==> src/rtl/tcu_params.svh <==
// Register offsets, field positions and reset values of the 16-bit timer counter unit.
`ifndef TCU_PARAMS_SVH
`define TCU_PARAMS_SVH

// ****************************************************************
// I/O locations on the 8-bit CPU bus
// ****************************************************************
`define TCU_ADDR_W          4
`define TCU_OFS_CTL_A       4'h0
`define TCU_OFS_CTL_B       4'h1
`define TCU_OFS_CNT_LO      4'h4
`define TCU_OFS_CNT_HI      4'h5
`define TCU_OFS_CAP_LO      4'h6
`define TCU_OFS_CAP_HI      4'h7
`define TCU_OFS_CMPA_LO     4'h8
`define TCU_OFS_CMPA_HI     4'h9
`define TCU_OFS_CMPB_LO     4'ha
`define TCU_OFS_CMPB_HI     4'hb
`define TCU_OFS_FLAGS       4'hc

// ****************************************************************
// Field positions
// ****************************************************************
`define TCU_CTLA_WGM_LSB    0
`define TCU_CTLA_WGM_MSB    1
`define TCU_CTLB_CS_LSB     0
`define TCU_CTLB_CS_MSB     2
`define TCU_CTLB_WGM_LSB    3
`define TCU_CTLB_WGM_MSB    4
`define TCU_FLAGS_OVF_BIT   0

// ****************************************************************
// Reset values and fixed counts
// ****************************************************************
`define TCU_RST_BYTE        8'h00
`define TCU_RST_WORD        16'h0000
`define TCU_CNT_MAX         16'hffff
`define TCU_TOP_8BIT        16'h00ff
`define TCU_TOP_9BIT        16'h01ff
`define TCU_TOP_10BIT       16'h03ff
`define TCU_CS_STOP         3'h0
`define TCU_NUM_SRC         7

`endif

==> src/rtl/tcu_pkg.sv <==
// Types shared by the 16-bit timer counter unit.
package tcu_pkg;

  typedef enum logic [1:0] {
    TCU_SEQ_NORMAL,
    TCU_SEQ_CLR_TOP,
    TCU_SEQ_DUAL
  } tcu_seq_t;

  typedef enum logic [1:0] {
    TCU_OVF_AT_MAX,
    TCU_OVF_AT_TOP,
    TCU_OVF_AT_FLOOR
  } tcu_ovf_t;

  typedef struct packed {
    logic [7:0]  hi_latch;
    logic [15:0] cnt;
    logic [15:0] cmp_a;
    logic [15:0] cmp_b;
    logic [15:0] cap;
    logic [7:0]  ctl_a;
    logic [7:0]  ctl_b;
    logic        down;
    logic        ovf;
    logic        floor_hit;
    logic        top_hit;
    logic [7:0]  rdata;
  } tcu_state_t;

endpackage

==> src/rtl/tcu_counter_unit.sv <==
// 16-bit timer counter with shared high-byte latch on an 8-bit CPU bus.
`timescale 1ns/100ps
`default_nettype none
`include "tcu_params.svh"

module tcu_counter_unit (
  input  wire logic                   mclk_i,
  input  wire logic                   rst_i,
  input  wire logic [`TCU_ADDR_W-1:0] io_addr_i,
  input  wire logic                   io_wr_i,
  input  wire logic                   io_rd_i,
  input  wire logic [7:0]             io_wdata_i,
  input  wire logic [`TCU_NUM_SRC-1:0] timer_tick_src_i,
  output logic      [7:0]             io_rdata_o,
  output logic      [15:0]            timer_count_o,
  output logic                        count_overflow_flag_o,
  output logic                        count_floor_hit_o,
  output logic                        count_top_hit_o
);

  // ****************************************************************
  // State and mode decode
  // ****************************************************************
  tcu_pkg::tcu_state_t st_r;
  tcu_pkg::tcu_state_t st_nxt;
  tcu_pkg::tcu_seq_t   seq;
  tcu_pkg::tcu_ovf_t   ovf_pt;
  logic [15:0]         top;
  logic                cap_is_top;
  logic [3:0]          waveform_mode_select;
  logic [2:0]          clock_source_select;
  logic                timer_tick;
  logic                wr_lo_cnt;
  logic                ovf_evt;

  assign waveform_mode_select = {st_r.ctl_b[`TCU_CTLB_WGM_MSB:`TCU_CTLB_WGM_LSB],
                                 st_r.ctl_a[`TCU_CTLA_WGM_MSB:`TCU_CTLA_WGM_LSB]};
  assign clock_source_select  = st_r.ctl_b[`TCU_CTLB_CS_MSB:`TCU_CTLB_CS_LSB];

  assign timer_tick = (clock_source_select != `TCU_CS_STOP) &&
                      timer_tick_src_i[clock_source_select - 3'h1];

  assign wr_lo_cnt = io_wr_i && (io_addr_i == `TCU_OFS_CNT_LO);

  tcu_mode_decode u_mode (
    .waveform_mode_select_i (waveform_mode_select),
    .cmp_a_i                (st_r.cmp_a),
    .cap_i                  (st_r.cap),
    .seq_o                  (seq),
    .ovf_o                  (ovf_pt),
    .top_o                  (top),
    .cap_is_top_o           (cap_is_top)
  );

  // ****************************************************************
  // Next state
  // ****************************************************************
  always_comb begin
    st_nxt  = st_r;
    ovf_evt = 1'b0;

    if (timer_tick) begin
      case (ovf_pt)
        tcu_pkg::TCU_OVF_AT_TOP:   ovf_evt = (st_r.cnt == top);
        tcu_pkg::TCU_OVF_AT_FLOOR: ovf_evt = (st_r.cnt == `TCU_RST_WORD) && st_r.down;
        default:                   ovf_evt = (st_r.cnt == `TCU_CNT_MAX);
      endcase
    end

    if (timer_tick) begin
      case (seq)
        tcu_pkg::TCU_SEQ_CLR_TOP: begin
          if (st_r.cnt == top) begin
            st_nxt.cnt = `TCU_RST_WORD;
          end else begin
            st_nxt.cnt = st_r.cnt + 16'h0001;
          end
        end
        tcu_pkg::TCU_SEQ_DUAL: begin
          if (!st_r.down && st_r.cnt >= top) begin
            st_nxt.down = 1'b1;
            st_nxt.cnt  = st_r.cnt - 16'h0001;
          end else if (st_r.down && st_r.cnt == `TCU_RST_WORD) begin
            st_nxt.down = 1'b0;
            st_nxt.cnt  = st_r.cnt + 16'h0001;
          end else if (st_r.down) begin
            st_nxt.cnt  = st_r.cnt - 16'h0001;
          end else begin
            st_nxt.cnt  = st_r.cnt + 16'h0001;
          end
        end
        default: begin
          st_nxt.cnt  = st_r.cnt + 16'h0001;
          st_nxt.down = 1'b0;
        end
      endcase
    end

    // Leaving a dual-slope mode must not leave the counter stuck counting down.
    if (seq != tcu_pkg::TCU_SEQ_DUAL) begin
      st_nxt.down = 1'b0;
    end

    // Set wins over a software clear in the same cycle.
    if (io_wr_i && io_addr_i == `TCU_OFS_FLAGS && io_wdata_i[`TCU_FLAGS_OVF_BIT]) begin
      st_nxt.ovf = 1'b0;
    end
    if (ovf_evt) begin
      st_nxt.ovf = 1'b1;
    end

    // ****************************************************************
    // CPU writes
    // ****************************************************************
    // access needs no tick
    if (io_wr_i) begin
      case (io_addr_i)
        `TCU_OFS_CTL_A: st_nxt.ctl_a = io_wdata_i;
        `TCU_OFS_CTL_B: st_nxt.ctl_b = io_wdata_i;
        `TCU_OFS_CNT_HI, `TCU_OFS_CAP_HI, `TCU_OFS_CMPA_HI, `TCU_OFS_CMPB_HI: begin
          st_nxt.hi_latch = io_wdata_i;
        end
        `TCU_OFS_CNT_LO:  st_nxt.cnt   = {st_r.hi_latch, io_wdata_i};
        `TCU_OFS_CMPA_LO: st_nxt.cmp_a = {st_r.hi_latch, io_wdata_i};
        `TCU_OFS_CMPB_LO: st_nxt.cmp_b = {st_r.hi_latch, io_wdata_i};
        `TCU_OFS_CAP_LO: begin
          // The capture register only takes writes while it defines the top.
          if (cap_is_top) begin
            st_nxt.cap = {st_r.hi_latch, io_wdata_i};
          end
        end
        default: begin
        end
      endcase
    end

    // ****************************************************************
    // CPU reads
    // ****************************************************************
    if (io_rd_i) begin
      case (io_addr_i)
        `TCU_OFS_CTL_A: st_nxt.rdata = st_r.ctl_a;
        `TCU_OFS_CTL_B: st_nxt.rdata = st_r.ctl_b;
        `TCU_OFS_CNT_LO: begin
          st_nxt.rdata    = st_r.cnt[7:0];
          st_nxt.hi_latch = st_r.cnt[15:8];
        end
        `TCU_OFS_CAP_LO: begin
          st_nxt.rdata    = st_r.cap[7:0];
          st_nxt.hi_latch = st_r.cap[15:8];
        end
        `TCU_OFS_CNT_HI, `TCU_OFS_CAP_HI: st_nxt.rdata = st_r.hi_latch;
        `TCU_OFS_CMPA_LO: st_nxt.rdata = st_r.cmp_a[7:0];
        `TCU_OFS_CMPA_HI: st_nxt.rdata = st_r.cmp_a[15:8];
        `TCU_OFS_CMPB_LO: st_nxt.rdata = st_r.cmp_b[7:0];
        `TCU_OFS_CMPB_HI: st_nxt.rdata = st_r.cmp_b[15:8];
        `TCU_OFS_FLAGS:   st_nxt.rdata = {7'h00, st_r.ovf};
        default:          st_nxt.rdata = `TCU_RST_BYTE;
      endcase
    end

    st_nxt.floor_hit = (st_nxt.cnt == `TCU_RST_WORD);
    st_nxt.top_hit   = (st_nxt.cnt == top);
  end

  // ****************************************************************
  // State register
  // ****************************************************************
  always_ff @(posedge mclk_i) begin
    if (rst_i) begin
      st_r           <= '0;
      st_r.floor_hit <= 1'b1;
    end else begin
      st_r <= st_nxt;
    end
  end

  assign io_rdata_o            = st_r.rdata;
  assign timer_count_o         = st_r.cnt;
  assign count_overflow_flag_o = st_r.ovf;
  assign count_floor_hit_o     = st_r.floor_hit;
  assign count_top_hit_o       = st_r.top_hit;

  // ****************************************************************
  // Assertions
  // ****************************************************************
  a_low_write_pair: assert property (@(posedge mclk_i) disable iff (rst_i)
    wr_lo_cnt |=> timer_count_o == {$past(st_r.hi_latch), $past(io_wdata_i)})
    else $error("counter low write did not load both bytes");

  a_low_read_latch: assert property (@(posedge mclk_i) disable iff (rst_i)
    io_rd_i && io_addr_i == `TCU_OFS_CNT_LO && !io_wr_i
    |=> st_r.hi_latch == $past(st_r.cnt[15:8]) && io_rdata_o == $past(st_r.cnt[7:0]))
    else $error("counter low read did not fill the latch");

  a_high_via_latch: assert property (@(posedge mclk_i) disable iff (rst_i)
    io_rd_i && io_addr_i == `TCU_OFS_CNT_HI |=> io_rdata_o == $past(st_r.hi_latch))
    else $error("counter high read bypassed the latch");

  a_cmp_read_direct: assert property (@(posedge mclk_i) disable iff (rst_i)
    io_rd_i && !io_wr_i && (io_addr_i == `TCU_OFS_CMPA_LO || io_addr_i == `TCU_OFS_CMPB_LO)
    |=> $stable(st_r.hi_latch))
    else $error("compare read disturbed the latch");

  a_stop_no_count: assert property (@(posedge mclk_i) disable iff (rst_i)
    clock_source_select == `TCU_CS_STOP && !io_wr_i ##1
    clock_source_select == `TCU_CS_STOP && !io_wr_i |-> $stable(timer_count_o))
    else $error("counter moved with no clock source");

  a_write_priority: assert property (@(posedge mclk_i) disable iff (rst_i)
    wr_lo_cnt && timer_tick |=> timer_count_o == {$past(st_r.hi_latch), $past(io_wdata_i)})
    else $error("count step overrode a CPU write");

  a_step_by_one: assert property (@(posedge mclk_i) disable iff (rst_i)
    timer_tick && !io_wr_i && seq == tcu_pkg::TCU_SEQ_NORMAL
    |=> timer_count_o == $past(timer_count_o) + 16'h0001)
    else $error("normal mode step was not one");

  a_floor_flag: assert property (@(posedge mclk_i) disable iff (rst_i)
    count_floor_hit_o == (timer_count_o == `TCU_RST_WORD))
    else $error("floor indication wrong");

  a_ovf_normal: assert property (@(posedge mclk_i) disable iff (rst_i)
    timer_tick && !io_wr_i && seq == tcu_pkg::TCU_SEQ_NORMAL && timer_count_o == `TCU_CNT_MAX
    |=> count_overflow_flag_o && timer_count_o == `TCU_RST_WORD)
    else $error("overflow not flagged at wrap");

endmodule // tcu_counter_unit
`default_nettype wire

==> src/rtl/tcu_mode_decode.sv <==
// Waveform mode decoder: count sequence, top value and overflow point per mode.
`timescale 1ns/100ps
`default_nettype none
`include "tcu_params.svh"

module tcu_mode_decode (
  input  wire logic [3:0]  waveform_mode_select_i,
  input  wire logic [15:0] cmp_a_i,
  input  wire logic [15:0] cap_i,
  output tcu_pkg::tcu_seq_t seq_o,
  output tcu_pkg::tcu_ovf_t ovf_o,
  output logic [15:0]      top_o,
  output logic             cap_is_top_o
);

  always_comb begin
    seq_o        = tcu_pkg::TCU_SEQ_NORMAL;
    ovf_o        = tcu_pkg::TCU_OVF_AT_MAX;
    top_o        = `TCU_CNT_MAX;
    cap_is_top_o = 1'b0;
    case (waveform_mode_select_i)
      4'h1, 4'h2, 4'h3: begin
        seq_o = tcu_pkg::TCU_SEQ_DUAL;
        ovf_o = tcu_pkg::TCU_OVF_AT_FLOOR;
      end
      4'h4: begin
        seq_o = tcu_pkg::TCU_SEQ_CLR_TOP;
      end
      4'h5, 4'h6, 4'h7: begin
        seq_o = tcu_pkg::TCU_SEQ_CLR_TOP;
        ovf_o = tcu_pkg::TCU_OVF_AT_TOP;
      end
      4'h8, 4'ha: begin
        seq_o        = tcu_pkg::TCU_SEQ_DUAL;
        ovf_o        = tcu_pkg::TCU_OVF_AT_FLOOR;
        cap_is_top_o = 1'b1;
      end
      4'h9, 4'hb: begin
        seq_o = tcu_pkg::TCU_SEQ_DUAL;
        ovf_o = tcu_pkg::TCU_OVF_AT_FLOOR;
      end
      4'hc: begin
        seq_o        = tcu_pkg::TCU_SEQ_CLR_TOP;
        cap_is_top_o = 1'b1;
      end
      4'he: begin
        seq_o        = tcu_pkg::TCU_SEQ_CLR_TOP;
        ovf_o        = tcu_pkg::TCU_OVF_AT_TOP;
        cap_is_top_o = 1'b1;
      end
      4'hf: begin
        seq_o = tcu_pkg::TCU_SEQ_CLR_TOP;
        ovf_o = tcu_pkg::TCU_OVF_AT_TOP;
      end
      default: begin
        seq_o = tcu_pkg::TCU_SEQ_NORMAL;
      end
    endcase
    // Fixed tops for the 8, 9 and 10 bit modes, else a register or the maximum.
    case (waveform_mode_select_i)
      4'h1, 4'h5:       top_o = `TCU_TOP_8BIT;
      4'h2, 4'h6:       top_o = `TCU_TOP_9BIT;
      4'h3, 4'h7:       top_o = `TCU_TOP_10BIT;
      4'h4, 4'h9, 4'hb, 4'hf: top_o = cmp_a_i;
      4'h8, 4'ha, 4'hc, 4'he: top_o = cap_i;
      default:          top_o = `TCU_CNT_MAX;
    endcase
  end

endmodule // tcu_mode_decode
`default_nettype wire

==> config.mk <==
export PLATFORM = sky130hd
export DESIGN_NAME = tcu_counter_unit
export DESIGN_NICKNAME = d
export VERILOG_FILES = /design/src/rtl/tcu_pkg.sv /design/src/rtl/tcu_counter_unit.sv /design/src/rtl/tcu_mode_decode.sv
export VERILOG_INCLUDE_DIRS = /design/src /design/src/rtl
export SDC_FILE = /design/constraint.sdc
export NUM_CORES = 1
export LEC_CHECK = 0
export ABC_AREA = 0
export BUFFER_PORTS_ARGS = -buffer_cell sky130_fd_sc_hd__buf_2
export CAP_MARGIN = 20
export CELL_PAD_IN_SITES_DETAIL_PLACEMENT = 0
export CELL_PAD_IN_SITES_GLOBAL_PLACEMENT = 1
export CORE_MARGIN = 2
export CORE_UTILIZATION = 35
export DETAILED_ROUTE_END_ITERATION = 16
export PLACE_DENSITY = 0.63
export SETUP_SLACK_MARGIN = 0.15
export SLEW_MARGIN = 20
export SYNTH_ARGS = -nofsm -noshare
export SYNTH_HDL_FRONTEND = slang
export SYNTH_SLANG_ARGS = --single-unit
==> constraint.sdc <==
create_clock -name mclk_i -period 5.3 [get_ports mclk_i]
set_input_delay 0.265 -clock mclk_i [delete_from_list [all_inputs] [get_ports mclk_i]]
set_output_delay 0.265 -clock mclk_i [all_outputs]
set_load 0.01 [all_outputs]
==> results of run 1 <==
==> cells in the mapped netlist (4+ instances only) <==
cell	instances
nor2_1	79
a211oi_1	5
buf_1	4
or2_2	4
nor3_1	18
xnor2_1	11
o2111ai_1	4
a221o_1	9
o211ai_1	7
and3_1	10
a22oi_1	16
o22a_1	9
nand2_1	158
inv_1	21
and2_1	11
a31oi_1	7
o22ai_1	17
xor2_1	8
nand4_1	11
clkbuf_1	60
o31ai_1	5
buf_4	27
a21oi_1	104
o21ai_0	36
nor4_1	16
nand3_1	32
a221oi_1	4
o221ai_1	14
nor3b_1	4
ha_1	24
or3_1	8
mux2i_1	38
nor2b_1	8
dfxtp_1	100
nand2b_1	8
==> per-stage QoR <==
stage	worst slack, ps	utilization	instance area (µm²)	total power, W	instances
6_report	517	0.385	7770	0.00169	1236
5_1_grt	255	0.385	7770	0.00175	1236
4_1_cts	536	0.385	7760	0.00170	1235
3_5_place_dp	561	0.370	7460	0.00101	1219
3_3_place_gp	713	0.370	7460	0.00102	1219
2_1_floorplan	1070	-	7160	0.000936	970
==> cell type report <==
type | instances | area (µm²) | area share
clock buffer | 9 | 225 | 0.0290
clock inverter | 7 | 70.1 | 0.00902
inverter | 22 | 82.6 | 0.0106
multi-input combinational | 753 | 4610 | 0.593
sequential | 100 | 2000 | 0.258
tap | 270 | 338 | 0.0435
timing repair buffer | 75 | 443 | 0.0570
==> routing by layer <==
metal,part of all wire,up-vias,track usage
met1,0.44,3606,0.386
met4,0.042,0,0.114
li1,-,3504,-
met5,0,-,0
met2,0.44,408,0.438
met3,0.080,88,0.0519
==> cell usage in the layout (no fill, tap or decap), types with 14 or more instances in the layout <==
cell type  netlist  final
nand2_1        158    158
a21oi_1        104    104
dfxtp_1        100     99
nor2_1          79     78
buf_2            2     48
mux2i_1         38     38
o21ai_0         36     36
nand3_1         32     32
buf_4           27     26
ha_1            24     24
inv_1           21     21
nor3_1          18     18
o22ai_1         17     17
a22oi_1         16     16
nor4_1          16     16
o221ai_1        14     14
==> power by group through the flow <==
stage | Sequential, W | Combinational (W) | Clock [W]
floorplan | 0.000785 | 0.000152 | 0
global placement | 0.000799 | 0.000218 | 0
detailed placement | 0.000799 | 0.000216 | 0
CTS | 0.000781 | 0.000216 | 0.000698
global route | 0.000782 | 0.000238 | 0.000729
finish | 0.000782 | 0.000221 | 0.000687
==> sequential cells by signal (all words and copies together) (netlist names) <==
register,cells
timer_count_o,16
count_overflow_flag_o,1
count_floor_hit_o,1
clock_source_select,3
io_rdata_o,8
count_top_hit_o,1
st_r,70
==> path summary, 6_finish.rpt <==
check                start          endpoint  slack (ps)  depth (start not counted)
max reg2reg       st_r[16]   count_top_hit_o         520                         16
min                  rst_i  timer_count_o[5]         160                          2
min reg2reg  io_rdata_o[0]     io_rdata_o[0]         450                          2
max               st_r[16]   count_top_hit_o         520                         16
==> worst max-delay path, cell delays in order (launching register included) <==
cell and delay (ps):
dfxtp_1 440, nor3_1 470, or2_2 220, nand2_1 70, nand3_1 170, inv_1 90, ha_1 290, nand4_1 180
or2_1 340, a211o_1 390, a31oi_2 460, nand2_1 300, o32a_1 480, xor2_1 170, a41o_1 220, a221oi_1 200
and4_1 220
==> cells by family (layout without fill, tap and decap cells) <==
family | Yosys count | count (layout) | synth area share
AND/OR/NAND/NOR | 385 | 385 | 0.251
AO/OA/AOI/OAI | 285 | 285 | 0.268
buffers and inverters | 117 | 113 | 0.0780
flip-flops | 100 | 100 | 0.280
multiplexers | 40 | 40 | 0.0579
adder cells (fa/ha/maj) | 24 | 24 | 0.0420
XOR/XNOR | 19 | 19 | 0.0233
==> timing repair <==
action                                 CTS  global route
resized for setup                        0             1
endpoints found under the hold margin    0             0
setup endpoints to repair                0             1
setup buffers                            0             0
==> run metrics, run 1 <==
status finished, final reports clean; Clock power frac 0.407; worst hold path class in -> reg; Min Hold Slack approximately 160 ps; global-route wire length before repair about 46000 µm; DRC viols 0; CTS Hold Bufs 0; maximum buffer depth of the clock tree 2; ANT cells 0; drt total wl 30300 µm; count of different cell masters after synthesis 80; TritonRoute pass-1 iters 5; critical path arrival 5100 ps; top cell type's share of synthesized area 0.280; upper clock frequency limit approximately 210 MHz; Post-Synthesis Net Count roughly 1000; largest net degree at the start of global routing 90; switching share of power 0.309; FFs w/ async S/R, synth 0; H-tree levels 3; Static Leak 2.85 nW; initial antenna violation count 0; Initial DRC Count 861; kind of critical path reg -> reg; Sequential Power Share 0.463; top cells by area, synth dfxtp_1 (28%), nand2_1 (8.3%), a21oi_1 (7.3%); worst skew pair latency around 370 ps; placed wire-length estimate around 22000 µm; layout cells sized above 1 0.119; IO Count 50; die height roughly 150 µm; final setup fails 0; RSZ-0062 raised after global routing false; Syn Area/Cell roughly 7.4 µm²; CTS Sinks 100; PD cells around 220 nW/µm²; root buffer cell clkbuf_16; post-synthesis sequential area ratio 0.280; Die X between 100 and 150 µm; Core Region around 20000 µm²; Layout Nets ~1000; peak supply drop between 0.1 and 0.15 mV; Int Pwr approximately 0.0012 W; CTS tree built; grt total ovfl 0; Via density roughly 6.2; post-route setup TNS 0 ps; I/O Buffers 49; fin. max-slew vios 0; worst slew pin tran around 1000 ps; Rows 52; fill cell count approximately 2200; Worst Setup End Kind flop; GRT Overall Usage 0.282; main flop type after synthesis dfxtp_1; routed via count ~7600; Die Footprint 21600 µm²; initial core utilization 0.355; synth warn 0; CTS Buf Count 9; Slew HR 0.297; Max Cap Viol 0; Synth Instances 970; WL/cell between 20 and 25 µm; Final ANT Viol Nets 0; Crit path required time between 5000 and 6000 ps; vias in the first global route 7144; Critical Path Source Type flop; CP max FO 12; Final Hold Violating Endpoints 0; final worst-path cycle share 0.902; area of the mapped netlist about 7000 µm²; switching power roughly 0.00052 W; gpl congestion approximately 0.96; clk_skew ~15 ps; Combinational Power Share 0.131; #FFs+latches synth 100; Area Growth Syn to Fin 8.53%; clock-pin slew on the worst setup and hold paths approximately 80 ps; cell taking the most area after synthesis dfxtp_1; Final min period between 4000 and 5000 ps; EDFF count, synth 0
No activity file was read; power rests on OpenSTA's default activity.
==> inputs of run 2 (changes only) <==
- CELL_PAD_IN_SITES_DETAIL_PLACEMENT: 0 -> 1
- GPL_TIMING_DRIVEN: unset -> 0
==> run metrics, run 2 (synthesis gave the netlist of run 1 again) <==
Worst Setup End Kind flop; Worst R2R Start st_r[20]; CTS Sinks 100; CP max stage delay between 600 and 700 ps; die height 147 µm; CP max FO 10; DRC viols 0; Top reg by flops st_r; Int Pwr approximately 0.0012 W; final setup fails 0; CTS Buf Count 9; Max Cap Viol 0; worst hold path class in -> reg; commonest non-fill, non-tap cell in the layout nand2_1; RSZ-0062 raised after global routing false; CTS tree built; hold path depth 3; ANT cells 0; initial antenna violation count 0; drt total wl about 34000 µm; post-route setup TNS 0 ps; Layout Nets between 1000 and 1500; Die X between 100 and 150 µm; max FFs per register 70; Slew HR 0.321; HP Start io_wdata_i[4]; Min Hold Slack between 200 and 300 ps; peak supply drop 0.146 mV; clock-pin slew on the worst setup and hold paths around 90 ps; Area Growth Syn to Fin 14.4%; upper clock frequency limit between 150 and 200 MHz; most frequent cells in the layout nand2_1 (156), a21oi_1 (103), dfxtp_1 (100); worst slew pin tran about 1000 ps; layout cells sized above 1 0.133; global-route wire length before repair 50700 µm; PD cells between 200 and 250 nW/µm²; reg-to-reg slack, setup roughly 230 ps; Final min period between 5000 and 6000 ps; root buffer cell clkbuf_16; ordered cell list for the critical path clkbuf_2 > inv_1 > a21oi_1 > a21oi_1 > a21oi_1 > ha_1 > nand4_1 > o41ai_4 > nand2_1 > a2111oi_0 > o32a_1 > xor2_1 > a41o_1 > a221oi_2 > and4_1; grt total ovfl 0; worst setup margin between 200 and 250 ps; Worst path most repeated cell a21oi_1; Max stage delay cell, worst path a2111oi_0; maximum buffer depth of the clock tree 2; critical path arrival 5380 ps; Initial DRC Count about 730; GRT Overall Usage 0.314; Sequential Power Share 0.446; Combinational Power Share 0.149; I/O Buffers 42; Power Total 0.00173 W; fill cell count about 2600; kind of critical path reg -> reg; clk_skew roughly 15 ps; status finished, final reports clean; IO Count 50; WL/cell ~26 µm; Core Region 20200 µm²; r2r endpoint count_top_hit_o; Static Leak 3.00 nW; Final ANT Viol Nets 0; R2R depth 15; Critical Path Source Type flop; CTS Hold Bufs 0; placed wire-length estimate approximately 26000 µm; vias in the first global route 7889; worst hold endpoint st_r[48]; worst skew pair latency 370 ps; pre-CTS WS -972 ps; switching share of power 0.323; TritonRoute pass-1 iters 5; switching power 0.000559 W; fin. max-slew vios 0; Rows 52; Die Footprint 21600 µm²; largest net degree at the start of global routing 20; Crit path required time ~5600 ps; final worst-path cycle share 0.957; Clock power frac 0.405; H-tree levels 3; gpl congestion roughly 0.94; routed via count approximately 8000; Final Hold Violating Endpoints 0; Via density ~6; initial core utilization 0.355
[run 2: critical path: cells and delay by family (launching register included)]
kind | cells | cell delay (ps)
buf+inv | 2 | 500
flops | 1 | 490
fa+ha+maj | 1 | 210
compound gates | 8 | 2800
simple gates | 3 | 890
xor+xnor | 1 | 120
[run 2: how the worst max path moves through the flow]
stage               slack (ps)         endpoint  depth (start not counted)  startpoint
finish                     230  count_top_hit_o                         15    st_r[20]
global route               130  count_top_hit_o                         17    st_r[20]
CTS                        180  count_top_hit_o                         17    st_r[15]
detailed placement        -970  count_top_hit_o                         16    st_r[15]
global placement          -920  count_top_hit_o                         16    st_r[15]
floorplan                 1070  count_top_hit_o                         16    st_r[15]
[run 2: per-stage QoR]
step | instance area (µm²) | std cells | util
finish | 8190 | 1306 | 0.406
global route | 8190 | 1306 | 0.406
CTS | 8080 | 1299 | 0.401
detailed placement | 7700 | 1282 | 0.382
global placement | 7700 | 1282 | 0.382
floorplan | 7160 | 970 | -
[run 2: timing repair]
item | 4_1_cts | 5_1_grt
pin swaps | 1 | 2
setup endpoints to repair | 10 | 2
setup buffers | 1 | 7
gates resized for setup | 16 | 7
hold endpoints to repair | 0 | 0
[run 2: power groups by stage]
stage | combinational [W] | sequential, W | clock, W
after floorplan | 0.000152 | 0.000785 | 0
after global placement | 0.000244 | 0.000790 | 0
after detailed placement | 0.000246 | 0.000790 | 0
after CTS | 0.000249 | 0.000772 | 0.000704
after global routing | 0.000274 | 0.000773 | 0.000735
final | 0.000258 | 0.000773 | 0.000701
[run 2: metal layers]
metal	global-route usage	part of all wire
met1	0.427	0.44
met2	0.498	0.45
met4	0.141	0.045
met3	0.0441	0.059
met5	0	0
[run 2: layout make-up]
| type | instances | area [µm²] | share of cell area |
|---|---|---|---|
| multi-input combinational | 753 | 4710 | 0.575 |
| sequential | 100 | 2000 | 0.245 |
| buffer | 95 | 480 | 0.0587 |
| tap | 270 | 338 | 0.0413 |
| timing repair buffer | 50 | 283 | 0.0345 |
| clock buffer | 9 | 225 | 0.0275 |
| inverter | 22 | 82.6 | 0.0101 |
| clock inverter | 7 | 68.8 | 0.00841 |
